**src/hw/mqf_defines.vh**
```
`ifndef MQF_DEFINES_VH
`define MQF_DEFINES_VH
// Summary of operation
// - each queue keeps almost-empty status; active flag shows the read-selected queue only
// - every queue has its own almost-empty offset, zero up to its depth at the time the offset is written
// - default offset is 8 with strap low at reset, 128 with strap high
// - offsets, depths and widths are loadable by software instead of defaults
// - read queue select takes effect; its status shows on the second edge after
// - active almost-empty flag is double registered; read boundary drops it two clocks later
// - a write lifting the queue raises the active flag two clocks later
// - active almost-empty flag changes only on a rising clock edge or when reset is asserted
// - writes to unselected queues still update their internal almost-empty status
// - every queue's almost-empty status is copied onto a four-bit bus
// - output-valid goes low after first write, second for narrow-in wide-out
// - output-valid falls after skew plus one clock; last-word read raises it at once
// - full after depth plus one or depth writes by selection; depth for wide-in narrow-out
// - narrow-in wide-out: full after twice depth plus two, or twice depth writes
// - a write drops full at once; a read releases it at once, on the edge of the read
// - active flag rises after offset plus two, offset plus one, or twice offset plus two or four
// - bus bit rises after offset plus one writes, plus two with fall-through, twice that for narrow-in wide-out
// - bus bit falls two clocks after a read, rises two clocks after a write
// - output-valid rises on the edge of the enabled read that takes the last word

// ********************************
// register map (byte addresses)
// ********************************
`define MQF_ADDR_CTRL       8'h00
`define MQF_ADDR_STATUS     8'h04
`define MQF_ADDR_OFS_BASE   8'h10
`define MQF_ADDR_DEPTH_BASE 8'h20
`define MQF_ADDR_COUNT_BASE 8'h30

// ********************************
// field positions and reset values
// ********************************
`define MQF_CTRL_IN18       0
`define MQF_CTRL_OUT18      1
`define MQF_CTRL_RESET      2'h0
`define MQF_STAT_AE_LSB     0
`define MQF_STAT_FULL_LSB   4
`define MQF_STAT_OV_LSB     8
`define MQF_STAT_RDQ_LSB    12
`define MQF_STAT_WRQ_LSB    14
`define MQF_OFS_DEF_LO      16'h0008
`define MQF_OFS_DEF_HI      16'h0080
`define MQF_DEPTH_DEF       16'h2000

// ********************************
// timing
// ********************************
`define MQF_INIT_WAIT       2'h3

`endif

```
**src/hw/mqf_queue_flags.v**
```verilog
`timescale 1ns/1ps
`include "mqf_defines.vh"

module mqf_queue_flags #(
	parameter CNT_W = 18,
	parameter OFS_W = 16
) (
	input  wire             ref_clk,     // system clock
	input  wire             rst,         // async reset, active high
	input  wire             wr_evt,      // write aimed at this queue
	input  wire             rd_evt,      // enabled read aimed at this queue
	input  wire             rd_here,     // queue is selected on the read port
	input  wire             in18,        // write port is 18 bits wide
	input  wire             out18,       // read port is 18 bits wide
	input  wire             ofs_load,    // load almost-empty offset
	input  wire [OFS_W-1:0] ofs_value,   // offset to load
	input  wire             dep_load,    // load queue depth
	input  wire [OFS_W-1:0] dep_value,   // depth to load
	output reg  [OFS_W-1:0] ofs_reg,     // almost-empty offset
	output reg  [OFS_W-1:0] dep_reg,     // queue depth in words of the wider port
	output reg  [CNT_W-1:0] cnt_reg,     // fill level in 9-bit units
	output reg              ae_n_reg,    // almost-empty, first stage
	output wire             valid_now,   // a whole read word is present
	output wire             full_now     // queue is full after this edge
);

	// ********************************
	// threshold arithmetic
	// ********************************
	function [CNT_W-1:0] scaled;
		input             dbl;
		input [OFS_W-1:0] base;
		input             plus;
		reg   [CNT_W-1:0] sum;
		begin
			sum = {{(CNT_W-OFS_W){1'b0}}, base} + {{(CNT_W-1){1'b0}}, plus};
			scaled = dbl ? {sum[CNT_W-2:0], 1'b0} : sum;
		end
	endfunction

	wire [CNT_W-1:0] wu = {{(CNT_W-2){1'b0}}, in18, !in18};
	wire [CNT_W-1:0] ru = {{(CNT_W-2){1'b0}}, out18, !out18};
	wire             dbl = in18 | out18;
	wire [CNT_W-1:0] unit_k = {{(CNT_W-2){1'b0}}, dbl, !dbl};
	reg              ft_reg;
	wire             ft_next;
	wire [CNT_W-1:0] full_lim = scaled(dbl, dep_reg, ft_reg);
	wire             wr_ok = wr_evt && (cnt_reg < full_lim);
	wire             rd_ok = rd_evt && (cnt_reg >= ru);
	wire [CNT_W-1:0] cnt_next = cnt_reg + (wr_ok ? wu : {CNT_W{1'b0}})
		- (rd_ok ? ru : {CNT_W{1'b0}});
	// fall-through word adds one unit of the wider port to the boundary
	wire [CNT_W-1:0] ae_lim = scaled(dbl, ofs_reg, 1'b1) + (ft_reg ? unit_k : {CNT_W{1'b0}});

	// first word counts toward fall-through only with both ports on this queue
	assign ft_next = (wr_ok && cnt_reg == 0) ? (rd_here && !(in18 && !out18)) : ft_reg;
	assign valid_now = (cnt_reg >= ru) && (cnt_next >= ru);
	assign full_now = cnt_next >= scaled(dbl, dep_reg, ft_next);

	always @(posedge ref_clk or posedge rst) begin
		if (rst) begin
			cnt_reg  <= {CNT_W{1'b0}};
			ft_reg   <= 1'b0;
			ae_n_reg <= 1'b0;
			ofs_reg  <= `MQF_OFS_DEF_LO;
			dep_reg  <= `MQF_DEPTH_DEF;
		end else begin
			cnt_reg  <= cnt_next;
			ft_reg   <= ft_next;
			ae_n_reg <= cnt_reg >= ae_lim;
			if (ofs_load) begin
				ofs_reg <= (ofs_value > dep_reg) ? dep_reg : ofs_value;
			end
			if (dep_load) begin
				dep_reg <= dep_value;
			end
		end
	end

endmodule // mqf_queue_flags

```
**src/hw/mqf_multiqueue_flags.v**
```verilog
`timescale 1ns/1ps
`include "mqf_defines.vh"

module mqf_multiqueue_flags #(
	parameter NQ    = 4,
	parameter QW    = 2,
	parameter OFS_W = 16,
	parameter CNT_W = 18
) (
	input  wire          ref_clk,                       // 50 MHz clock
	input  wire          rst,                           // async reset, active high
	input  wire          default_offset_select,         // strap: default offset choice
	input  wire          write_en,                      // write a word this edge
	input  wire [QW-1:0] write_queue_select,            // write queue number
	input  wire          write_select_strobe,           // take new write queue
	input  wire          read_en,                       // read a word this edge
	input  wire [QW-1:0] read_queue_select_bus,         // read queue number
	input  wire          read_select_strobe,            // take new read queue
	input  wire [7:0]    avs_address,                   // byte address
	input  wire          avs_read,                      // register read
	input  wire          avs_write,                     // register write
	input  wire [31:0]   avs_writedata,                 // write data
	input  wire [3:0]    avs_byteenable,                // byte lanes
	output reg  [31:0]   avs_readdata,                  // read data
	output reg           avs_waitrequest,               // stall the master
	output reg           active_almost_empty_flag_n,    // selected queue almost empty
	output reg  [NQ-1:0] per_queue_almost_empty_bus_n,  // all queues almost empty
	output reg           output_valid_flag_n,           // output word valid, low true
	output reg           queue_full_flag_n              // write queue full, low true
);

	// ********************************
	// helpers
	// ********************************
	function [OFS_W-1:0] lane_merge;
		input [OFS_W-1:0] old;
		input [31:0]      wdata;
		input [3:0]       be;
		begin
			lane_merge = old;
			if (be[0]) begin
				lane_merge[7:0] = wdata[7:0];
			end
			if (be[1]) begin
				lane_merge[15:8] = wdata[15:8];
			end
		end
	endfunction

	function [QW-1:0] idx_of;
		input [7:0] addr;
		begin
			idx_of = addr[QW+1:2];
		end
	endfunction

	// ********************************
	// strap capture
	// ********************************
	// the strap is asynchronous to the clock, so it is synchronised first;
	// defaults load once the synchroniser has settled after reset release
	reg       df_meta_reg;
	reg       df_sync_reg;
	reg [1:0] init_cnt_reg;
	reg       init_busy_reg;
	wire      init_load = init_busy_reg && (init_cnt_reg == `MQF_INIT_WAIT);

	always @(posedge ref_clk or posedge rst) begin
		if (rst) begin
			df_meta_reg   <= 1'b0;
			df_sync_reg   <= 1'b0;
			init_cnt_reg  <= 2'h0;
			init_busy_reg <= 1'b1;
		end else begin
			df_meta_reg <= default_offset_select;
			df_sync_reg <= df_meta_reg;
			if (init_busy_reg) begin
				init_cnt_reg <= init_cnt_reg + 2'h1;
				if (init_load) begin
					init_busy_reg <= 1'b0;
				end
			end
		end
	end

	wire [OFS_W-1:0] ofs_default = df_sync_reg ? `MQF_OFS_DEF_HI : `MQF_OFS_DEF_LO;

	// ********************************
	// port queue selection
	// ********************************
	reg          rd_pend_reg;
	reg [QW-1:0] rd_pend_q_reg;
	reg [QW-1:0] rd_q_reg;
	reg          wr_pend_reg;
	reg [QW-1:0] wr_pend_q_reg;
	reg [QW-1:0] wr_q_reg;

	// a select becomes the active queue one edge later; valid and full follow then, the active flag on the second
	always @(posedge ref_clk or posedge rst) begin
		if (rst) begin
			rd_pend_reg   <= 1'b0;
			rd_pend_q_reg <= {QW{1'b0}};
			rd_q_reg      <= {QW{1'b0}};
			wr_pend_reg   <= 1'b0;
			wr_pend_q_reg <= {QW{1'b0}};
			wr_q_reg      <= {QW{1'b0}};
		end else begin
			rd_pend_reg <= read_select_strobe;
			if (read_select_strobe) begin
				rd_pend_q_reg <= read_queue_select_bus;
			end
			if (rd_pend_reg) begin
				rd_q_reg <= rd_pend_q_reg;
			end
			wr_pend_reg <= write_select_strobe;
			if (write_select_strobe) begin
				wr_pend_q_reg <= write_queue_select;
			end
			if (wr_pend_reg) begin
				wr_q_reg <= wr_pend_q_reg;
			end
		end
	end

	wire [QW-1:0] rd_q_next = rd_pend_reg ? rd_pend_q_reg : rd_q_reg;
	wire [QW-1:0] wr_q_next = wr_pend_reg ? wr_pend_q_reg : wr_q_reg;

	// ********************************
	// configuration and bus decode
	// ********************************
	reg  [1:0]    ctrl_reg;
	wire          in18 = ctrl_reg[`MQF_CTRL_IN18];
	wire          out18 = ctrl_reg[`MQF_CTRL_OUT18];
	wire          bus_wr = avs_write && !avs_waitrequest;
	wire [7:0]    a_base = {avs_address[7:4], 4'h0};
	wire          a_low_ok = (avs_address[1:0] == 2'h0) && (avs_address[3:2] < NQ);
	wire [NQ-1:0] ofs_load;
	wire [NQ-1:0] dep_load;
	wire [NQ-1:0] ae_stage;
	wire [NQ-1:0] valid_now;
	wire [NQ-1:0] full_now;
	wire [OFS_W*NQ-1:0] ofs_all;
	wire [OFS_W*NQ-1:0] dep_all;
	wire [CNT_W*NQ-1:0] cnt_all;

	always @(posedge ref_clk or posedge rst) begin
		if (rst) begin
			ctrl_reg <= `MQF_CTRL_RESET;
		end else if (bus_wr && avs_address == `MQF_ADDR_CTRL && avs_byteenable[0]) begin
			ctrl_reg <= avs_writedata[1:0];
		end
	end

	// ********************************
	// per-queue status
	// ********************************
	genvar q;
	generate
		for (q = 0; q < NQ; q = q + 1) begin : g_queue
			wire sel_ofs = bus_wr && a_low_ok && a_base == `MQF_ADDR_OFS_BASE
				&& idx_of(avs_address) == q;
			wire sel_dep = bus_wr && a_low_ok && a_base == `MQF_ADDR_DEPTH_BASE
				&& idx_of(avs_address) == q;
			wire [OFS_W-1:0] ofs_cur = ofs_all[OFS_W*q +: OFS_W];
			wire [OFS_W-1:0] dep_cur = dep_all[OFS_W*q +: OFS_W];

			assign ofs_load[q] = init_load || sel_ofs;
			assign dep_load[q] = sel_dep;

			mqf_queue_flags #(
				.CNT_W (CNT_W),
				.OFS_W (OFS_W)
			) u_flags (
				.ref_clk   (ref_clk),
				.rst       (rst),
				.wr_evt    (write_en && wr_q_reg == q),
				.rd_evt    (read_en && rd_q_reg == q),
				.rd_here   (rd_q_reg == q),
				.in18      (in18),
				.out18     (out18),
				.ofs_load  (ofs_load[q]),
				.ofs_value (init_load ? ofs_default
					: lane_merge(ofs_cur, avs_writedata, avs_byteenable)),
				.dep_load  (dep_load[q]),
				.dep_value (lane_merge(dep_cur, avs_writedata, avs_byteenable)),
				.ofs_reg   (ofs_all[OFS_W*q +: OFS_W]),
				.dep_reg   (dep_all[OFS_W*q +: OFS_W]),
				.cnt_reg   (cnt_all[CNT_W*q +: CNT_W]),
				.ae_n_reg  (ae_stage[q]),
				.valid_now (valid_now[q]),
				.full_now  (full_now[q])
			);
		end
	endgenerate

	// ********************************
	// flag outputs
	// ********************************
	// second register stage; reads and writes reach it on the same edge, the
	// skew window is always met inside one clock so no extra cycle is ever added
	always @(posedge ref_clk or posedge rst) begin
		if (rst) begin
			active_almost_empty_flag_n   <= 1'b0;
			per_queue_almost_empty_bus_n <= {NQ{1'b0}};
			output_valid_flag_n          <= 1'b1;
			queue_full_flag_n            <= 1'b1;
		end else begin
			active_almost_empty_flag_n   <= ae_stage[rd_q_reg];
			per_queue_almost_empty_bus_n <= ae_stage;
			output_valid_flag_n          <= !valid_now[rd_q_next];
			queue_full_flag_n            <= !full_now[wr_q_next];
		end
	end

	// ********************************
	// register read mux
	// ********************************
	reg [31:0] rd_mux;

	always @* begin
		rd_mux = 32'h0000_0000;
		if (avs_address == `MQF_ADDR_CTRL) begin
			rd_mux[1:0] = ctrl_reg;
		end else if (avs_address == `MQF_ADDR_STATUS) begin
			rd_mux[`MQF_STAT_AE_LSB +: NQ]   = ae_stage;
			rd_mux[`MQF_STAT_FULL_LSB +: NQ] = full_now;
			rd_mux[`MQF_STAT_OV_LSB +: NQ]   = valid_now;
			rd_mux[`MQF_STAT_RDQ_LSB +: QW]  = rd_q_reg;
			rd_mux[`MQF_STAT_WRQ_LSB +: QW]  = wr_q_reg;
		end else if (a_low_ok && a_base == `MQF_ADDR_OFS_BASE) begin
			rd_mux[OFS_W-1:0] = ofs_all[OFS_W*idx_of(avs_address) +: OFS_W];
		end else if (a_low_ok && a_base == `MQF_ADDR_DEPTH_BASE) begin
			rd_mux[OFS_W-1:0] = dep_all[OFS_W*idx_of(avs_address) +: OFS_W];
		end else if (a_low_ok && a_base == `MQF_ADDR_COUNT_BASE) begin
			rd_mux[CNT_W-1:0] = cnt_all[CNT_W*idx_of(avs_address) +: CNT_W];
		end
	end

	// ********************************
	// avalon handshake
	// ********************************
	// one wait state per access; held off while defaults are still loading
	always @(posedge ref_clk or posedge rst) begin
		if (rst) begin
			avs_waitrequest <= 1'b1;
			avs_readdata    <= 32'h0000_0000;
		end else if ((avs_read || avs_write) && avs_waitrequest && !init_busy_reg) begin
			avs_waitrequest <= 1'b0;
			avs_readdata    <= avs_read ? rd_mux : 32'h0000_0000;
		end else begin
			avs_waitrequest <= 1'b1;
		end
	end

endmodule // mqf_multiqueue_flags

```
**config.mk**
```make
export PLATFORM = sky130hd
export DESIGN_NAME = mqf_multiqueue_flags
export DESIGN_NICKNAME = d
export VERILOG_FILES = /design/src/hw/mqf_queue_flags.v /design/src/hw/mqf_multiqueue_flags.v
export VERILOG_INCLUDE_DIRS = /design/src /design/src/hw
export SDC_FILE = /design/constraint.sdc
export NUM_CORES = 2
export LEC_CHECK = 0
export BUFFER_PORTS_ARGS = -buffer_cell sky130_fd_sc_hd__buf_4
export CAP_MARGIN = 10
export CELL_PAD_IN_SITES_DETAIL_PLACEMENT = 1
export CELL_PAD_IN_SITES_GLOBAL_PLACEMENT = 1
export CORE_MARGIN = 10
export CORE_UTILIZATION = 50
export CTS_BUF_LIST = sky130_fd_sc_hd__clkbuf_8
export CTS_CLUSTER_SIZE = 30
export DETAILED_ROUTE_END_ITERATION = 10
export GPL_ROUTABILITY_DRIVEN = 0
export HOLD_SLACK_MARGIN = 0.05
export PLACE_DENSITY_LB_ADDON = 0.1
export SYNTH_ARGS = -nofsm -noshare
export SYNTH_HDL_FRONTEND = slang
export SYNTH_SLANG_ARGS = --single-unit
export TNS_END_PERCENT = 100
```
**constraint.sdc**
```tcl
create_clock -name ref_clk -period 12.32 [get_ports ref_clk]
set_input_delay 2.464 -clock ref_clk [delete_from_list [all_inputs] [get_ports ref_clk]]
set_output_delay 2.464 -clock ref_clk [all_outputs]
set_load 0.01 [all_outputs]
```
Yosys cells after proc, flatten, opt, wreduce, memory -nomap -nowiden
Cells that the tools add are included.
- bits of input ports: 57
- word-level logic and storage cells: 257
- flip-flop bits (word level): 265
- eq/ne operators: 14
- reductions and logical operators: 79
- multiplexer cells: 66
- $add $sub $neg: 25
- multiply operators: 1
- order comparisons: 27
- bitwise gates (word level): 1
- shift operators: 3
- operators by type and width (kind ; number):
    $mux 18 ; 14
    $mux 16 ; 12
    $add 18x18->18 ; 8
    $ge 18x18->1 ; 8
    $ge 18x2->1 ; 8
    $add 16x1->17 ; 8
    $shiftx 64x7->16 ; 2
    $logic_not 18->1 ; 4
    $lt 18x18->1 ; 4
    $mux 8 ; 9
    $shiftx 72x8->18 ; 1
    $sub 18x18->18 ; 4
    $add 16x1->17 const B ; 4
    $gt 16x16->1 ; 4
    $logic_and 1x1->1 ; 49
    $mux 2 ; 18
    $reduce_and 2->1 ; 8
    $eq 2x2->1 const B ; 7
    $mux 1 ; 10
    $lt 2x3->1 const B ; 3
    $eq 4x2->1 const B ; 2
    $eq 8x3->1 const B ; 1
    $logic_not 1->1 ; 8
    $logic_not 2->1 ; 4
    other kinds (8) ; 16

Longest topological paths before layout
- word-level depth: 12
- mapped depth: 42
- depth with buffers taken out: 37

Cells and area by module
Synthesis repeated with hierarchy kept, for this count alone.
- cells, all modules: 4243
- area, all modules: 32905.3 sq um
- by module, submodules not included (module ; times used ; area an instance (sq um) ; seq. area each (sq um) ; cells each):
    mqf_queue_flags (g_queue[0].u_flags ...) ; 2 ; 7016.7 ; 1303.8 ; 917
    mqf_queue_flags (g_queue[3].u_flags) ; 1 ; 6907.9 ; 1303.8 ; 895
    mqf_queue_flags (g_queue[1].u_flags) ; 1 ; 6767.7 ; 1303.8 ; 910
    mqf_multiqueue_flags ; 1 ; 5196.2 ; 1081.0 ; 604

Least setup slack after synthesis
No wires, ideal clock.
- kind: reg2reg
- start: register ctrl_reg[1]
- end: register avs_readdata[6]
- path buffers: 8
- arrival: 8373 ps
- setup time: 126 ps
- setup slack: 3821 ps
- stages on the path, launching flop included: 40
- data required time: 12194 ps
- clock period less this slack: 8499 ps
- path through: dfrtp_1 -> or2_1 -> clkbuf_1 -> buf_2 -> buf_1 -> buf_2 -> buf_2 -> buf_2 -> buf_2 -> buf_1 -> mux2i_1 -> ha_1 -> a21o_1 -> a21o_1 -> a21o_1 -> a211oi_1 -> o31ai_1 -> a21oi_1 -> [... 4 more ...] -> ha_1 -> a21o_1 -> nand4_1 -> and3_1 -> o41ai_1 -> a21o_1 -> a221oi_1 -> o21bai_1 -> a21oi_1 -> xor2_1 -> ha_1 -> a2111o_1 -> a211o_1 -> a31oi_1 -> or3_1 -> a21oi_1 -> maj3_1 -> a221o_1
- elaborated cells on any way between the ends: 22
- RTL lines (element ; line ; source):
    start, declared ; mqf_multiqueue_flags.v:131 ; reg [1:0] ctrl_reg;
    start signal, assigned ; mqf_multiqueue_flags.v:148 ; ctrl_reg <= `MQF_CTRL_RESET;
    start signal, assigned ; mqf_multiqueue_flags.v:150 ; ctrl_reg <= avs_writedata[1:0];
    $or 1x1->1 ; mqf_queue_flags.v:43 ; wire dbl = in18 | out18;
    $mux 18 ; mqf_queue_flags.v:37 ; scaled = dbl ? {sum[CNT_W-2:0], 1'b0} : sum;
    $lt 18x18->1 ; mqf_queue_flags.v:48 ; wire wr_ok = wr_evt && (cnt_reg < full_lim);
    $logic_and 1x1->1 ; mqf_queue_flags.v:48 ;
    $mux 2 ; mqf_queue_flags.v:50 ; wire [CNT_W-1:0] cnt_next = cnt_reg + (wr_ok ? wu : {CNT_W{1'b0}})
    $add 18x18->18 ; mqf_queue_flags.v:50 ;
    $sub 18x18->18 * ; mqf_queue_flags.v:51 ; - (rd_ok ? ru : {CNT_W{1'b0}});
    net g_queue[2].u_flags.cnt_next[15] ; mqf_queue_flags.v:50 ;
    $ge 18x18->1 * ; mqf_queue_flags.v:58 ; assign full_now = cnt_next >= scaled(dbl, dep_reg, ft_next);
    $mux 16 * ; mqf_multiqueue_flags.v:224 ; end else if (avs_address == `MQF_ADDR_STATUS) begin
    $mux 16 * ; mqf_multiqueue_flags.v:222 ; if (avs_address == `MQF_ADDR_CTRL) begin
    $mux 18 * ; mqf_multiqueue_flags.v:249 ; avs_readdata <= avs_read ? rd_mux : 32'h0000_0000;
    end signal, assigned ; mqf_multiqueue_flags.v:249 ;
    end, declared ; mqf_multiqueue_flags.v:24 ; output reg [31:0] avs_readdata,
The timed path passes the listed nets; every way through them passes the cells marked *.
A chain may end at the register's enable or synchronous reset.

Worst setup path in the final report
- start: register g_queue[2].u_flags.dep_reg[7]
- end: register avs_readdata[6]
- elaborated cells on any way between the ends: 15
- RTL lines (element ; line ; source):
    start, declared ; mqf_queue_flags.v:20 ; output reg [OFS_W-1:0] dep_reg,
    start signal, assigned ; mqf_queue_flags.v:66 ; dep_reg <= `MQF_DEPTH_DEF;
    start signal, assigned ; mqf_queue_flags.v:75 ; dep_reg <= dep_value;
    $add 16x1->17 ; mqf_queue_flags.v:36 ; sum = {{(CNT_W-OFS_W){1'b0}}, base} + {{(CNT_W-1){1'b0}}, plus};
    $mux 18 ; mqf_queue_flags.v:37 ;
    $lt 18x18->1 ; mqf_queue_flags.v:48 ;
    $logic_and 1x1->1 ; mqf_queue_flags.v:48 ;
    $mux 2 ; mqf_queue_flags.v:50 ;
    $add 18x18->18 ; mqf_queue_flags.v:50 ;
    $sub 18x18->18 ; mqf_queue_flags.v:51 ;
    net g_queue[2].u_flags.cnt_next[16] ; mqf_queue_flags.v:50 ;
    $ge 18x18->1 ; mqf_queue_flags.v:58 ;
    $mux 16 ; mqf_multiqueue_flags.v:224 ;
    $mux 16 ; mqf_multiqueue_flags.v:222 ;
    $mux 18 ; mqf_multiqueue_flags.v:249 ;
The timed path passes the listed nets, and every way through them passes these cells.

==> results_dict.tcl <==
set metrics [dict create \
    p_sw_share_pct 52.7 \
    fp.dieH_um 269 \
    die_x_um 269 \
    holdPathStages 0 \
    cts.sinks 251 \
    p_switching_mw 3.91 \
    clock_power_share_pct 14.4 \
    reg2reg_slack_ns 3.11 \
    initial_core_util_pct 50.4 \
    max_stage_delay_ns 0.72 \
    grt_start_max_net_pins 153 \
    r2r_cells 32 \
    worst_slack_ns 3.11 \
    routed_wl_mm 132 \
    tns_ns 0 \
    min_from "df_meta_reg" \
    dieArea_mm2 0.0726 \
    drcViolationCount 0 \
    status "finished, final reports clean" \
    synth_largest_area_cell "dfrtp_1" \
    period_share_pct 74.8 \
    yosys_register_bits 251 \
    postCtsSetupRepairBufs 0 \
    via_per_inst 6.65 \
    grt_pass1_vias 32500 \
    drt_first_pass_iters 6 \
    ir_drop_uv 253 \
    cts_tree "yes" \
    ant_nets 0 \
    ys_seq_area_share_pct 20.2 \
    worstPathMaxFanout 10 \
    path_class "reg2reg" \
    r2r-end "avs_readdata[6]" \
    largest_reg_flops 72 \
    ios 97 \
    drive_gt1_share_pct 9.13 \
    antenna_found_initial 24 \
    synthTopCellsByArea "dfrtp_1 (19%), ha_1 (18%), a21oi_1 (4.8%)" \
    grt_pass1_wl_mm 199 \
    nets 4310 \
    critical-path-slowest-cell "a2111oi_1" \
    finalCriticalPeriod_ns 9.21 \
    worstSkewPairLatency_ns 0.73 \
    power_density_mw_per_mm2 223 \
    yosysWarnings 0 \
    netlist_top_cells_count "ha_1 (441), nand2_1 (386), a21oi_1 (301)" \
    avgSynthCellArea_um2 8.05 \
    synth_edf_count 0 \
    cts_buffer_depth 3 \
    rows 91 \
    drv_cap 0 \
    fmax_mhz 109 \
    utilization_pct 54.0 \
    min_to "df_sync_reg" \
    netlist_area_mm2 0.0311 \
    synth-main-ff-cell "dfrtp_1" \
    synth_async_sr_flop_share_pct 100 \
    place_hpwl_mm 102 \
    clkSlewWorstSetupHoldPaths_ns 0.08 \
    leakage_nw 14.2 \
    startpoint_type "flip-flop" \
    max-slew-margin-rel_pct 19.5 \
    drt_iter0_drc 3028 \
    h-tree-depth 2 \
    nFillCells 7540 \
    rsz0062_at_grt "no" \
    synth_top_area_share_pct 19.2 \
    pwr-share-seq_pct 22.1 \
    drv_slew 0 \
    synthDistinctLibCells 91 \
    cp_data_required_time_ns 12.90 \
    worstMarginPinSlew_ns 1.20 \
    grt_overflow 0 \
    hold_buffers 0 \
    p_int_mw 3.51 \
    cts-resized-gates 0 \
    finalHoldViolCount 0 \
    grt_usage_pct 35.2 \
    cts_root_buf "clkbuf_8" \
    whs_ns 0.375 \
    cp-end-kind "flip-flop" \
    finalNonFillerCells 4704 \
    port_buffers 64 \
    yosysMostFrequentCell "ha_1" \
    worstHoldPathType "reg2reg" \
    synthToLayoutAreaGrowth_pct 7.01 \
    place_ws_ns 3.34 \
    routed_wire_length_per_instance_um 28.0 \
    vias 31300 \
    comb_power_share_pct 63.5 \
    synthCells 3863 \
    reg2reg_from "g_queue[2].u_flags.dep_reg[7]" \
    skew_ns 0.0391 \
    core_area_mm2 0.0617 \
    setup_violations 0 \
    place_inst 4584 \
    cts_buffers 51 \
    critPathMostFrequentCell "a21oi_1" \
    crit_arrival_ns 9.79 \
]
## routing by layer
metal | track usage (%) | share of wire, % | vias up
li1 | - | - | 13800
met3 | 10.7 | 9.7 | 526
met2 | 54.8 | 44 | 1498
met4 | 25.3 | 8.0 | 14
met5 | 0 | 0.089 | -
met1 | 40.8 | 38 | 15400
## placed cells by master (no fill, tap or decap), drive strengths merged, types with 26 or more instances in the layout
cell type | synthesis | layout
a31oi | 36 | 36
and3 | 26 | 26
dfrtp | 239 | 239
nand4 | 60 | 60
nor3 | 60 | 60
or3 | 28 | 28
nor2 | 282 | 282
nor2b | 54 | 54
mux2 | 77 | 77
inv | 233 | 247
o22ai | 32 | 32
mux4 | 51 | 51
nand2b | 108 | 108
ha | 441 | 441
a21oi | 301 | 301
o21a | 34 | 34
a211oi | 36 | 36
o211ai | 36 | 36
nand2 | 386 | 386
xor2 | 55 | 55
xnor2 | 157 | 157
a21o | 86 | 86
buf | 70 | 82
nand3 | 128 | 128
mux2i | 102 | 102
o21ai | 269 | 269
and2 | 27 | 27
clkbuf | 141 | 61
## power groups by stage
stage | registers (mW) | clock network, mW | logic, mW
global route | 1.61 | 1.11 | 5.29
CTS | 1.58 | 1.08 | 4.68
global placement | 1.60 | 0 | 4.27
floorplan | 1.18 | 0 | 3.33
detailed placement | 1.60 | 0 | 4.62
finish | 1.64 | 1.07 | 4.72
## worst max-delay path by stage
stage                                             start                    endpoint  slack, ns  depth (start not counted)
after floorplan                                     rst  active_almost_empty_flag_n       2.98                          1
after global placement    g_queue[2].u_flags.dep_reg[7]           queue_full_flag_n       3.48                         32
after detailed placement  g_queue[2].u_flags.dep_reg[7]             avs_readdata[6]       3.34                         32
after CTS                 g_queue[2].u_flags.dep_reg[7]             avs_readdata[6]       3.30                         32
after global routing      g_queue[1].u_flags.dep_reg[3]         output_valid_flag_n       2.57                         27
final                     g_queue[2].u_flags.dep_reg[7]             avs_readdata[6]       3.11                         32
## stage by stage
step	instance area, um^2	power, mW
after global placement	32000	5.87
after global routing	33300	8.01
after CTS	33200	7.34
after floorplan	31200	4.51
after detailed placement	32000	6.22
final	33300	7.42
## logic make-up after synthesis
kind of cell,count (synthesis),share of synthesized area [%]
and+or+nand+nor,1261,19.7
AOI/OAI and AO/OA,1003,20.0
adders and majority gates,455,18.6
buffers and inverters,450,5.69
DFF,251,20.2
muxes,230,9.76
xor gates and xnor gates,212,5.97
other,1,0.0121
## final cells by class
class,count,area (um^2),share of cell area [%]
Tap cell,837,1050,3.15
Clock buffer,61,840,2.52
Clock inverter,35,358,1.07
Antenna cell,24,60.1,0.180
Sequential cell,251,6300,18.9
Timing Repair Buffer,82,653,1.96
Inverter,239,905,2.72
Multi-Input combinational cell,3175,23100,69.5
## critical path, delay by kind of cell, from the launching register on
family                   cells  cell delay [ns]
buffers and inverters        1             0.19
AO/OA/AOI/OAI               14             3.54
AND/OR/NAND/NOR             12             2.60
flip-flops                   1             0.64
adder cells (fa/ha/maj)      5             2.06
Power figures use the tool's default switching activity.
